**src/rtl/umcp_pkg.sv**
```systemverilog
// Package with register map, field positions and timing constants for the modem pin block
package umcp_pkg;

    // Register byte offsets
    localparam logic [7:0] REG_DATA   = 8'h00;  // Write: transmit char, read: received char
    localparam logic [7:0] REG_IRQEN  = 8'h04;  // Interrupt enable (auto flow bits too)
    localparam logic [7:0] REG_MODEM  = 8'h08;  // Modem control
    localparam logic [7:0] REG_EFEAT  = 8'h0C;  // Enhanced feature control
    localparam logic [7:0] REG_PINS   = 8'h10;  // Modem input status (read only)
    localparam logic [7:0] REG_STAT   = 8'h14;  // Sticky events, write one to clear
    localparam logic [7:0] REG_MASK   = 8'h18;  // Event mask
    localparam logic [7:0] REG_DIV    = 8'h1C;  // Bit period in clk_sys cycles

    // Modem control fields
    localparam int MC_DTR  = 0;
    localparam int MC_RTS  = 1;
    localparam int MC_OUT2 = 3;
    localparam int MC_IR   = 6;
    // Interrupt enable fields used by auto flow control
    localparam int IE_ARTS = 6;
    localparam int IE_ACTS = 7;
    // Enhanced feature fields
    localparam int EF_ARTS = 6;
    localparam int EF_ACTS = 7;

    // Event status fields
    localparam int EV_TXDONE = 0;
    localparam int EV_RXDONE = 1;
    localparam int EV_PARERR = 2;
    localparam int EV_FRMERR = 3;
    localparam int EV_CTSCHG = 4;
    localparam int EV_W      = 5;

    localparam int          DATA_W    = 8;
    localparam logic [15:0] DIV_RESET = 16'h0015;   // 40 MHz / 21 is about 1.9 Mbit/s

    // Reset pulse width and its count at 40 MHz
    localparam int CLK_MHZ      = 40;
    localparam int RST_MIN_NS   = 40;
    localparam int RST_MIN_CYC  = (RST_MIN_NS * CLK_MHZ + 999) / 1000;

    typedef enum logic [1:0]
    {
        UMCP_IDLE  = 2'b00,
        UMCP_START = 2'b01,
        UMCP_DATA  = 2'b10,
        UMCP_STOP  = 2'b11
    } umcp_state_e;

endpackage

```
**src/rtl/umcp_top.sv**
```systemverilog
// Modem control pins, interrupt gating and character framing for one UART channel
`timescale 1ns/1ps
// Behaviour
// - Drive request-to-send low from control bit; auto flow needs it asserted first.
// - Sample clear-to-send; optionally hold transmitter while it is high.
// - Drive data-terminal-ready low from its software control bit.
// - Set-ready, carrier and ring inputs are status only, no datapath effect.
// - User bit one: user output low, interrupt enabled; else high, tri-stated.
// - Reset returns every register and every output to its default.
// - During reset transmit stays high and receive input is ignored.
// - Transmit frames start bit, data, two stop bits; receiver deframes to parallel.
// - Transmitter appends parity; receiver checks parity and flags errors.
// - Transmit idles high in standard mode and low in infrared mode.
module umcp_top
(
    input  wire logic                          clk_sys,
    input  wire logic                          rst_n,
    input  wire logic                          psel,
    input  wire logic                          penable,
    input  wire logic                          pwrite,
    input  wire logic [7:0]                    paddr,
    input  wire logic [31:0]                   pwdata,
    output logic      [31:0]                   prdata,
    output logic                               pready,
    output logic                               pslverr,
    input  wire logic                          rx_in,
    output logic                               tx_out,
    input  wire logic                          clear_send_in_n,
    input  wire logic                          set_ready_in_n,
    input  wire logic                          carrier_detect_in_n,
    input  wire logic                          ring_indicate_in_n,
    output logic                               request_send_out_n,
    output logic                               terminal_ready_out_n,
    output logic                               user_output_n,
    output logic                               channel_irq_out,
    output logic                               channel_irq_oe
);
    import umcp_pkg::*;

    // ------------------------------------------------------------
    // Register bus
    // ------------------------------------------------------------
    logic [7:0]        irq_enable_reg;
    logic [7:0]        modem_control_reg;
    logic [7:0]        enhanced_feature_reg;
    logic [EV_W-1:0]   stat;
    logic [EV_W-1:0]   mask;
    logic [15:0]       div;
    logic [7:0]        rx_hold;
    logic [7:0]        tx_hold;
    logic              tx_pend;
    logic [3:0]        pins;

    wire acc     = psel && penable && pready;
    wire wr      = acc && pwrite;
    wire hit     = (paddr == REG_DATA) || (paddr == REG_IRQEN) || (paddr == REG_MODEM)
                || (paddr == REG_EFEAT) || (paddr == REG_PINS) || (paddr == REG_STAT)
                || (paddr == REG_MASK) || (paddr == REG_DIV);
    wire wr_data = wr && paddr == REG_DATA;
    wire wr_stat = wr && paddr == REG_STAT;

    logic [31:0] rd_mux;
    always_comb
    begin
        rd_mux = 32'h0000_0000;
        unique case (paddr)
            REG_DATA:  rd_mux = {24'h00_0000, rx_hold};
            REG_IRQEN: rd_mux = {24'h00_0000, irq_enable_reg};
            REG_MODEM: rd_mux = {24'h00_0000, modem_control_reg};
            REG_EFEAT: rd_mux = {24'h00_0000, enhanced_feature_reg};
            REG_PINS:  rd_mux = {28'h000_0000, pins};
            REG_STAT:  rd_mux = {27'h000_0000, stat};
            REG_MASK:  rd_mux = {27'h000_0000, mask};
            REG_DIV:   rd_mux = {16'h0000, div};
            default:   rd_mux = 32'h0000_0000;
        endcase
    end

    // No wait state: pready rises in the first access cycle, so every access takes two edges
    always_ff @(posedge clk_sys or negedge rst_n)
    begin
        if (!rst_n)
        begin
            pready  <= 1'b0;
            pslverr <= 1'b0;
            prdata  <= 32'h0000_0000;
        end
        else
        begin
            pready  <= psel && !penable;
            pslverr <= psel && !penable && !hit;
            if (psel && !penable && !pwrite)
                prdata <= rd_mux;
        end
    end

    // Control registers clear under reset, except div which loads DIV_RESET
    always_ff @(posedge clk_sys or negedge rst_n)
    begin
        if (!rst_n)
        begin
            irq_enable_reg       <= 8'h00;
            modem_control_reg    <= 8'h00;
            enhanced_feature_reg <= 8'h00;
            mask                 <= 5'h00;
            div                  <= DIV_RESET;
        end
        else if (wr)
        begin
            if (paddr == REG_IRQEN) irq_enable_reg       <= pwdata[7:0];
            if (paddr == REG_MODEM) modem_control_reg    <= pwdata[7:0];
            if (paddr == REG_EFEAT) enhanced_feature_reg <= pwdata[7:0];
            if (paddr == REG_MASK)  mask                 <= pwdata[EV_W-1:0];
            if (paddr == REG_DIV)   div                  <= (pwdata[15:0] == 16'h0000)
                                                            ? 16'h0001 : pwdata[15:0];
        end
    end

    // ------------------------------------------------------------
    // Modem pins
    // ------------------------------------------------------------
    logic cts_q;
    wire  auto_cts = enhanced_feature_reg[EF_ACTS] && irq_enable_reg[IE_ACTS];
    wire  auto_rts = enhanced_feature_reg[EF_ARTS] && irq_enable_reg[IE_ARTS];
    wire  ir_mode  = modem_control_reg[MC_IR];
    wire  tx_hold_off = auto_cts && cts_q;
    logic rx_busy;
    // Auto request-send only deasserts an already asserted line while a char is coming in and one is waiting to be sent
    wire  next_rts_n = !(modem_control_reg[MC_RTS] && !(auto_rts && rx_busy && tx_pend));

    always_ff @(posedge clk_sys or negedge rst_n)
    begin
        if (!rst_n)
        begin
            cts_q                <= 1'b1;
            pins                 <= 4'hF;
            request_send_out_n   <= 1'b1;
            terminal_ready_out_n <= 1'b1;
            user_output_n        <= 1'b1;
        end
        else
        begin
            cts_q                <= clear_send_in_n;
            pins                 <= {ring_indicate_in_n, carrier_detect_in_n,
                                     set_ready_in_n, clear_send_in_n};
            request_send_out_n   <= next_rts_n;
            terminal_ready_out_n <= !modem_control_reg[MC_DTR];
            user_output_n        <= !modem_control_reg[MC_OUT2];
        end
    end

    // ------------------------------------------------------------
    // Bit timing
    // ------------------------------------------------------------
    function automatic logic tick(input logic [15:0] cnt, input logic [15:0] per);
        tick = (cnt == per - 16'h0001);
    endfunction

    // ------------------------------------------------------------
    // Transmitter
    // ------------------------------------------------------------
    umcp_state_e tx_st;
    logic [15:0] tx_cnt;
    logic [2:0]  tx_bit;
    logic [7:0]  tx_sh;
    logic        tx_par;
    logic        tx_ser;
    logic        tx_done;
    wire         tx_tick = tick(tx_cnt, div);

    always_ff @(posedge clk_sys or negedge rst_n)
    begin
        if (!rst_n)
        begin
            tx_st   <= UMCP_IDLE;
            tx_cnt  <= 16'h0000;
            tx_bit  <= 3'h0;
            tx_sh   <= 8'h00;
            tx_par  <= 1'b0;
            tx_ser  <= 1'b1;
            tx_done <= 1'b0;
            tx_pend <= 1'b0;
            tx_hold <= 8'h00;
        end
        else
        begin
            tx_done <= 1'b0;
            tx_cnt  <= (tx_st == UMCP_IDLE || tx_tick) ? 16'h0000 : tx_cnt + 16'h0001;
            if (wr_data)
            begin
                tx_hold <= pwdata[7:0];
                tx_pend <= 1'b1;
            end
            unique case (tx_st)
                UMCP_IDLE:
                    if (tx_pend && !tx_hold_off)
                    begin
                        tx_st   <= UMCP_START;
                        tx_sh   <= tx_hold;
                        tx_par  <= ~^tx_hold;
                        tx_pend <= wr_data;
                        tx_ser  <= 1'b0;
                    end
                UMCP_START:
                    if (tx_tick)
                    begin
                        tx_st  <= UMCP_DATA;
                        tx_bit <= 3'h0;
                        tx_ser <= tx_sh[0];
                        tx_sh  <= tx_sh >> 1;
                    end
                UMCP_DATA:
                    if (tx_tick)
                    begin
                        tx_bit <= tx_bit + 3'h1;
                        if (tx_bit == 3'h7)
                        begin
                            tx_st  <= UMCP_STOP;
                            tx_ser <= tx_par;
                        end
                        else
                        begin
                            tx_ser <= tx_sh[0];
                            tx_sh  <= tx_sh >> 1;
                        end
                    end
                UMCP_STOP:
                    if (tx_tick)
                    begin
                        // Phase 0 ends the parity bit, phases 1 and 2 are the stop periods
                        if (tx_bit != 3'h2)
                        begin
                            tx_ser <= 1'b1;
                            tx_bit <= tx_bit + 3'h1;
                        end
                        else
                        begin
                            tx_st   <= UMCP_IDLE;
                            tx_done <= 1'b1;
                        end
                    end
            endcase
        end
    end

    // Infrared mode inverts the line so the idle level reads low
    always_ff @(posedge clk_sys or negedge rst_n)
    begin
        if (!rst_n)
            tx_out <= 1'b1;
        else
            tx_out <= ir_mode ? !tx_ser : tx_ser;
    end

    // ------------------------------------------------------------
    // Receiver
    // ------------------------------------------------------------
    umcp_state_e rx_st;
    logic [15:0] rx_cnt;
    logic [3:0]  rx_bit;
    logic [8:0]  rx_sh;
    logic        rx_s;
    logic        rx_ok;
    logic        rx_perr;
    logic        rx_ferr;
    wire         rx_tick = tick(rx_cnt, div);
    wire         rx_mid  = tick(rx_cnt, {1'b0, div[15:1]} + 16'h0001);
    wire         rx_line = ir_mode ? !rx_s : rx_s;

    assign rx_busy = (rx_st != UMCP_IDLE);

    // The input is ignored under reset since every stage here is held at its reset value
    always_ff @(posedge clk_sys or negedge rst_n)
    begin
        if (!rst_n)
        begin
            rx_s    <= 1'b1;
            rx_st   <= UMCP_IDLE;
            rx_cnt  <= 16'h0000;
            rx_bit  <= 4'h0;
            rx_sh   <= 9'h000;
            rx_hold <= 8'h00;
            rx_ok   <= 1'b0;
            rx_perr <= 1'b0;
            rx_ferr <= 1'b0;
        end
        else
        begin
            rx_s    <= rx_in;
            rx_ok   <= 1'b0;
            rx_perr <= 1'b0;
            rx_ferr <= 1'b0;
            rx_cnt  <= (rx_st == UMCP_IDLE || rx_tick) ? 16'h0000 : rx_cnt + 16'h0001;
            unique case (rx_st)
                UMCP_IDLE:
                    if (!rx_line)
                        rx_st <= UMCP_START;
                UMCP_START:
                    if (rx_mid)
                    begin
                        // A glitch shorter than half a bit is not a start bit
                        rx_st  <= rx_line ? UMCP_IDLE : UMCP_DATA;
                        rx_bit <= 4'h0;
                    end
                UMCP_DATA:
                    if (rx_mid)
                    begin
                        rx_sh  <= {rx_line, rx_sh[8:1]};
                        rx_bit <= rx_bit + 4'h1;
                        if (rx_bit == 4'h8)
                            rx_st <= UMCP_STOP;
                    end
                UMCP_STOP:
                    if (rx_mid)
                    begin
                        rx_st   <= UMCP_IDLE;
                        rx_hold <= rx_sh[7:0];
                        rx_ok   <= 1'b1;
                        rx_perr <= (^rx_sh) != 1'b1;
                        rx_ferr <= !rx_line;
                    end
            endcase
        end
    end

    // ------------------------------------------------------------
    // Events and interrupt
    // ------------------------------------------------------------
    wire [EV_W-1:0] ev = {cts_q != clear_send_in_n, rx_ferr, rx_perr, rx_ok, tx_done};
    // Set wins over a clear in the same cycle
    wire [EV_W-1:0] next_stat = (stat & ~(wr_stat ? pwdata[EV_W-1:0] : 5'h00)) | ev;

    always_ff @(posedge clk_sys or negedge rst_n)
    begin
        if (!rst_n)
        begin
            stat            <= 5'h00;
            channel_irq_out <= 1'b0;
            channel_irq_oe  <= 1'b0;
        end
        else
        begin
            stat            <= next_stat;
            channel_irq_out <= |(next_stat & mask);
            channel_irq_oe  <= modem_control_reg[MC_OUT2];
        end
    end

endmodule

```
**config.mk**
```make
export PLATFORM = sky130hd
export DESIGN_NAME = umcp_top
export DESIGN_NICKNAME = d
export VERILOG_FILES = /design/src/rtl/umcp_pkg.sv /design/src/rtl/umcp_top.sv
export SDC_FILE = /design/constraint.sdc
export NUM_CORES = 1
export LEC_CHECK = 0
export BUFFER_PORTS_ARGS = -buffer_cell sky130_fd_sc_hd__buf_2
export CORE_UTILIZATION = 54
export CTS_CLUSTER_SIZE = 10
export DETAILED_ROUTE_END_ITERATION = 6
export PLACE_DENSITY = 0.77
export SYNTH_ARGS = -nofsm -noshare
export SYNTH_HDL_FRONTEND = slang
export SYNTH_SLANG_ARGS = --single-unit
```
**constraint.sdc**
```tcl
create_clock -name clk_sys -period 2.6 [get_ports clk_sys]
set_input_delay 0.52 -clock clk_sys [delete_from_list [all_inputs] [get_ports clk_sys]]
set_output_delay 0.52 -clock clk_sys [all_outputs]
set_load 0.02 [all_outputs]
```
Word level (Yosys, flattened, before mapping)
Cells that the tools add are included.
- input bits: 50
- output and inout port bits: 40
- bits in registers: 179
- word-level logic and storage cells: 193
- add/sub/neg operators: 7
- reductions and logical operators: 60
- muxes and demuxes: 53
- equal/unequal tests: 33
- bitwise logic cells: 5
- operator list (kind ; number):
    $pmux 16 s8 ; 1
    $eq 16x16->1 ; 3
    $mux 16 ; 3
    $add 16x1->16 const B ; 2
    $eq 8x5->1 const B ; 4
    $mux 8 ; 4
    $sub 16x1->16 const B ; 2
    $mux 2 ; 12
    $ne 2x2->1 const B ; 12
    $pmux 8 s3 ; 1
    $mux 1 ; 20
    $reduce_and 5->1 ; 4
    $add 15x1->16 const B ; 1
    $eq 8x4->1 const B ; 2
    $logic_not 16->1 ; 1
    $pmux 2 s4 ; 2
    $reduce_and 2->1 ; 8
    $logic_and 1x1->1 ; 15
    $mux 3 ; 4
    $logic_not 1->1 ; 11
    $and 5x5->5 ; 2
    $logic_or 1x1->1 ; 9
    $pmux 3 s3 ; 1
    $reduce_xor 9->1 ; 1
    25 further kinds ; 33

Depth between registers and ports, before layout
- depth after elaboration: 10
- mapped depth: 14
- depth with buffers taken out: 10

Worst setup path before layout
No wires, ideal clock.
- path kind: register -> register
- start: register div[0]
- end: register tx_sh[0]
- setup slack: -0.266 ns
- setup time: 0.125 ns
- cell stages (with the launch flop): 13
- data required time: 2.475 ns
- clock period less this slack: 2.866 ns
- path buffers: 2
- arrival: 2.741 ns
- path through: dfstp_2 > buf_2 > inv_1 > ha_1 > or3b_1 > buf_2 > or4_1 > nand3_1 > o2111a_1 > and2_4 > nand3_2 > o22ai_4 > mux2_2
- word-level cells in the longest chain between the ends: 4
- elaborated cells on any way between the ends: 5
- those cells by class: add/sub (1); eq/ne (3); reduce/logical (1)
- RTL lines (what ; line ; RTL):
    start, declared ; umcp_top.sv:48 ; logic [15:0] div;
    start signal, assigned ; umcp_top.sv:114 ; if (paddr == REG_DIV) div <= (pwdata[15:0] == 16'h0000)
    $sub 16x1->16 (*) ; umcp_top.sv:156 ; tick = (cnt == per - 16'h0001);
    $eq 16x16->1 (*) ; umcp_top.sv:156 ;
    $ne 2x2->1 (no line) ; n/a ;
    $reduce_and 5->1 (no line) (*) ; n/a ;
    end signal, assigned ; umcp_top.sv:199 ; tx_sh <= tx_hold;
    end signal, assigned ; umcp_top.sv:210 ; tx_sh <= tx_sh >> 1;
    end signal, assigned ; umcp_top.sv:224 ; tx_sh <= tx_sh >> 1;
    end, declared ; umcp_top.sv:165 ; logic [7:0] tx_sh;
Mark *: on every way between the ends. The rest lies on a longest branch, timed or not.
A chain may end at the register's enable or synchronous reset.

Worst setup path in the final report
- start: register div[1]
- end: register tx_sh[6]
The elaborated chain is that of the path after synthesis.

==> impl_summary.md <==
Drt
Summing over every cut layer, the via total after detailed routing is 6263. The post-route met1 wirelength is 9050 µm. Wire segments on met3 add up to 1090 µm in the final route. The iteration-0 DRC count of the detailed router is 545.

Dividing the detail-routed via count by the number of cells gives 5.65. The first detailed-routing pass ran for 5 iterations. The detail route stage leaves a number of antenna-violating nets equal to 0. After detailed routing, the number of remaining DRC violations is 0.

The highest signal layer in the routed design is met4. The average routed wire per standard cell is 18.1 µm. The total met2 wirelength after detailed routing is 9590 µm. The final wirelength is 20100 µm.

Yosys
The area share of the leading cell type in the synthesized netlist is 0.439. The number of instances in the synthesized netlist is 783. The average cell area after synthesis is 10.9 µm². The post-synthesis async set-or-reset flop share is 1.00. The number of enable-type register cells in the synthesized netlist is 0. The cell taking the most area after synthesis is dfrtp_1. In the synthesized netlist the dominant register cell turns out to be dfrtp_1.

The post-synthesis register bit count is 162. The yosys synthesis warning count is 0. The distinct cell type count after synthesis is 68. After synthesis, the cell types taking the most area are dfrtp_1 44%, mux2_2 12%, xnor2_1 6.4%. After synthesis the cells add up to 8500 µm². The sequential share of the synthesized area is 0.479.

Power
Of the total power, registers draw 0.394. The internal power is 5.20 mW. In this run the static leakage power is 4.95 nW. The clock network power share is 0.357. The highest ir drop seen on vdd is 0.000726 V. The switching power summed over all nets is 2.43 mW. The cell area power density is 748 nW/µm². The share of total power dissipated in combinational logic is 0.248.

The switching share of power is 0.319.

Floorplan
The die is 127 µm wide. For this configuration, the core starts out at a cell density of 0.557. Pin placement for this block handled 90 I/O pins. The floorplan die area is 16200 µm². The chip height is 127 µm. After floorplanning, the core was sized to cover 15300 µm². The initialized floorplan defines 45 standard-cell rows.

Critical path
The worst reg-to-reg setup slack is -0.16 ns. Data on the critical path is required at its endpoint by 2.92 ns. The arrival time of data at the critical path endpoint is 3.08 ns. The type of the worst setup path is flip-flop to flip-flop.

STA classifies the critical path endpoint as a flip-flop. The kind of start point of the critical path is a flip-flop. The worst-path maximum fanout is 8.

STA
Of the available clock period, the critical path in the final layout requires 1.06. The count of final setup violators is 14. The final worst-path setup slack is -0.159 ns. The minimum clock period after layout is 2.76 ns. At the pin with the least slew margin, the transition time is 0.770 ns.

The final clock skew is 0.0105 ns. Setup repair after global routing could not meet its margin everywhere. Timing would allow up to 362 MHz. The final count of hold timing violations is 0. Hold is met by 0.00264 ns. The count of final max-slew check failures is 0.

The headroom to the max-slew limit is 0.486.

Outcome
The final reports fail on setup timing. The flow ran to the end, but the final reports show violations.

Layout
Counting the fill cells in the layout gives 1104. The number of nets in the final layout is 946. Measured on the finished design, the core utilization comes to 0.669. The synthesis-to-layout area growth is 20.2%. In the final layout, the multi-input gates occupy 4260 µm². The area taken by flip-flops and latches is 4070 µm². Summing all non-filler instances in the final layout gives an area of 10200 µm². The number of antenna cells inserted is 0. In the final layout, the share of cells above drive strength 1 is 0.324.

Global route
Entering global routing, the biggest net connects 61 pins. For this run the aggregate overflow at the end of global routing stands at 0. The number of global-route vias before repair is 5942. The number of antenna violations at the first check in global routing is 0. Across every metal layer, demand over resource in global routing totals 0.257.

The global-route wire length before repair is 31600 µm.

Place
Buffers placed on the I/O ports in this run total 57. The global placer's final weighted congestion is 0.858. In this run the cell area measured after placement is 9360 µm². The worst slack at placement is -0.169 ns. The detailed placer's ending HPWL is 14100 µm.

Clock network
The clock net in this run drives a total of 162 sinks. The number of buffers inserted by hold repair at cts is 0. The deepest level of the CTS H-tree is 4.

The library cell used as clock root buffer is clkbuf_16. The buffer depth of the longest clock path is 2. At the later pin of the worst-skew pair, clock insertion delay measures 0.44 ns.

The clock slew seen by the registers of the worst setup and hold paths is 0.08 ns. TritonCTS built the clock tree. The clock buffer count from CTS is 17.

Worst hold path
The path class of the tightest hold or removal check is input port to asynchronous set/reset pin.

Job
The count of max-cap constraint violations is 0.
-- power groups by stage --
stage               clock network, mW  registers [mW]  logic [mW]
finish                           2.73            3.01        1.90
CTS                              2.76            2.99        1.78
global route                     2.86            3.04        2.07
global placement                    0            3.03        1.67
detailed placement                  0            3.03        1.73
floorplan                           0            2.94        1.26
-- path summary, 6_finish.rpt --
check,startpoint,to,cells after the start
max in group asynchronous,rst_n,prdata[14],2
worst max register to register,div[1],tx_sh[6],11
worst min register to register,modem_control_reg[0],terminal_ready_out_n,1
worst max-delay path,div[1],tx_sh[6],11
min in group clk_sys,set_ready_in_n,pins[1],1
worst min-delay path,rst_n,rx_cnt[11],1
-- kinds of logic after synthesis --
logic type | share of synthesized area
AND/OR/NAND/NOR | 0.148
adder cells (fa/ha/maj) | 0.0177
other | 0.000441
multiplexers | 0.120
XOR/XNOR | 0.111
buffers and inverters | 0.0454
AO/OA/AOI/OAI | 0.0785
flip-flops | 0.479
-- area by class of cell --
type                            count  share of cell area
Clock buffer                       17              0.0417
Clock inverter                     15              0.0229
Inverter                           17             0.00625
Multi-Input combinational cell    559               0.417
Sequential cell                   162               0.399
Tap cell                          211              0.0259
Timing Repair Buffer              127              0.0874
-- synthesized netlist by cell type, types with 4 or more instances --
library cell	n
nand3b_1	5
buf_4	18
inv_1	17
buf_1	5
nor2b_1	5
and3_1	8
buf_2	10
nor3_1	19
nand4_1	12
a222oi_1	5
xor2_1	43
clkbuf_1	24
nand2_1	58
nand3_1	30
or3_1	4
mux2_2	90
xnor2_1	62
nor2_1	66
a31oi_1	5
a221oi_1	5
a22oi_1	15
a21oi_1	4
a22o_1	13
dfrtp_1	149
ha_1	12
dfstp_2	13
o21ai_0	17
a21o_1	5
nor4_1	11
-- routing by layer --
metal  up-vias  GRT usage
met5         -          0
met4         0     0.0833
met3        27     0.0578
met2       195      0.402
met1      3114      0.357
li1       2927          -
-- placed cells by master, fill, tap and decap left out, drive strengths merged, types with 4 or more instances in the layout --
| cell | netlist | final |
|---|---|---|
| nor4 | 14 | 14 |
| buf | 35 | 127 |
| nor2 | 66 | 66 |
| clkbuf | 25 | 17 |
| xnor2 | 62 | 62 |
| a22oi | 15 | 15 |
| nand2 | 58 | 58 |
| o21ai | 18 | 18 |
| a31oi | 5 | 5 |
| dfrtp | 149 | 149 |
| a22o | 13 | 13 |
| nand3 | 31 | 31 |
| nor2b | 5 | 5 |
| dfstp | 13 | 13 |
| a21o | 5 | 5 |
| a221oi | 5 | 5 |
| nand4 | 12 | 12 |
| nand3b | 5 | 5 |
| inv | 17 | 25 |
| and3 | 8 | 8 |
| a222oi | 5 | 5 |
| nor3b | 4 | 4 |
| nor3 | 19 | 19 |
| a21oi | 4 | 4 |
| or3 | 4 | 4 |
| clkinv | 0 | 5 |
| mux2 | 90 | 90 |
| ha | 12 | 12 |
| conb | 1 | 16 |
| xor2 | 43 | 43 |
-- worst max-delay path, stage by stage (launching register included) --
cell and delay (ns):
dfrtp_2 0.41, inv_2 0.07, ha_4 0.14, or3b_4 0.39, or4_1 0.40, nand3_1 0.08
o2111a_1 0.23, and2_4 0.20, nand3_4 0.08, o22ai_4 0.18, buf_12 0.16, mux2_4 0.30
-- through the flow --
| step | instances | power [mW] | TNS [ns] |
|---|---|---|---|
| final | 1108 | 7.64 | -1.78 |
| after global routing | 1108 | 7.96 | -6.13 |
| after CTS | 1101 | 7.52 | -1.61 |
| after detailed placement | 1067 | 4.76 | -1.80 |
| after global placement | 1067 | 4.70 | -1.15 |
| after floorplan | 798 | 4.20 | -1.97 |
-- repair_timing --
action | CTS | global route
resized for setup | 5 | 27
pin swaps | 2 | 13
gates cloned | 0 | 1
setup endpoints to repair | 23 | 66
buffers inserted | 2 | 6
hold endpoints to repair | 0 | 0
(Power assumes the default switching activity.)
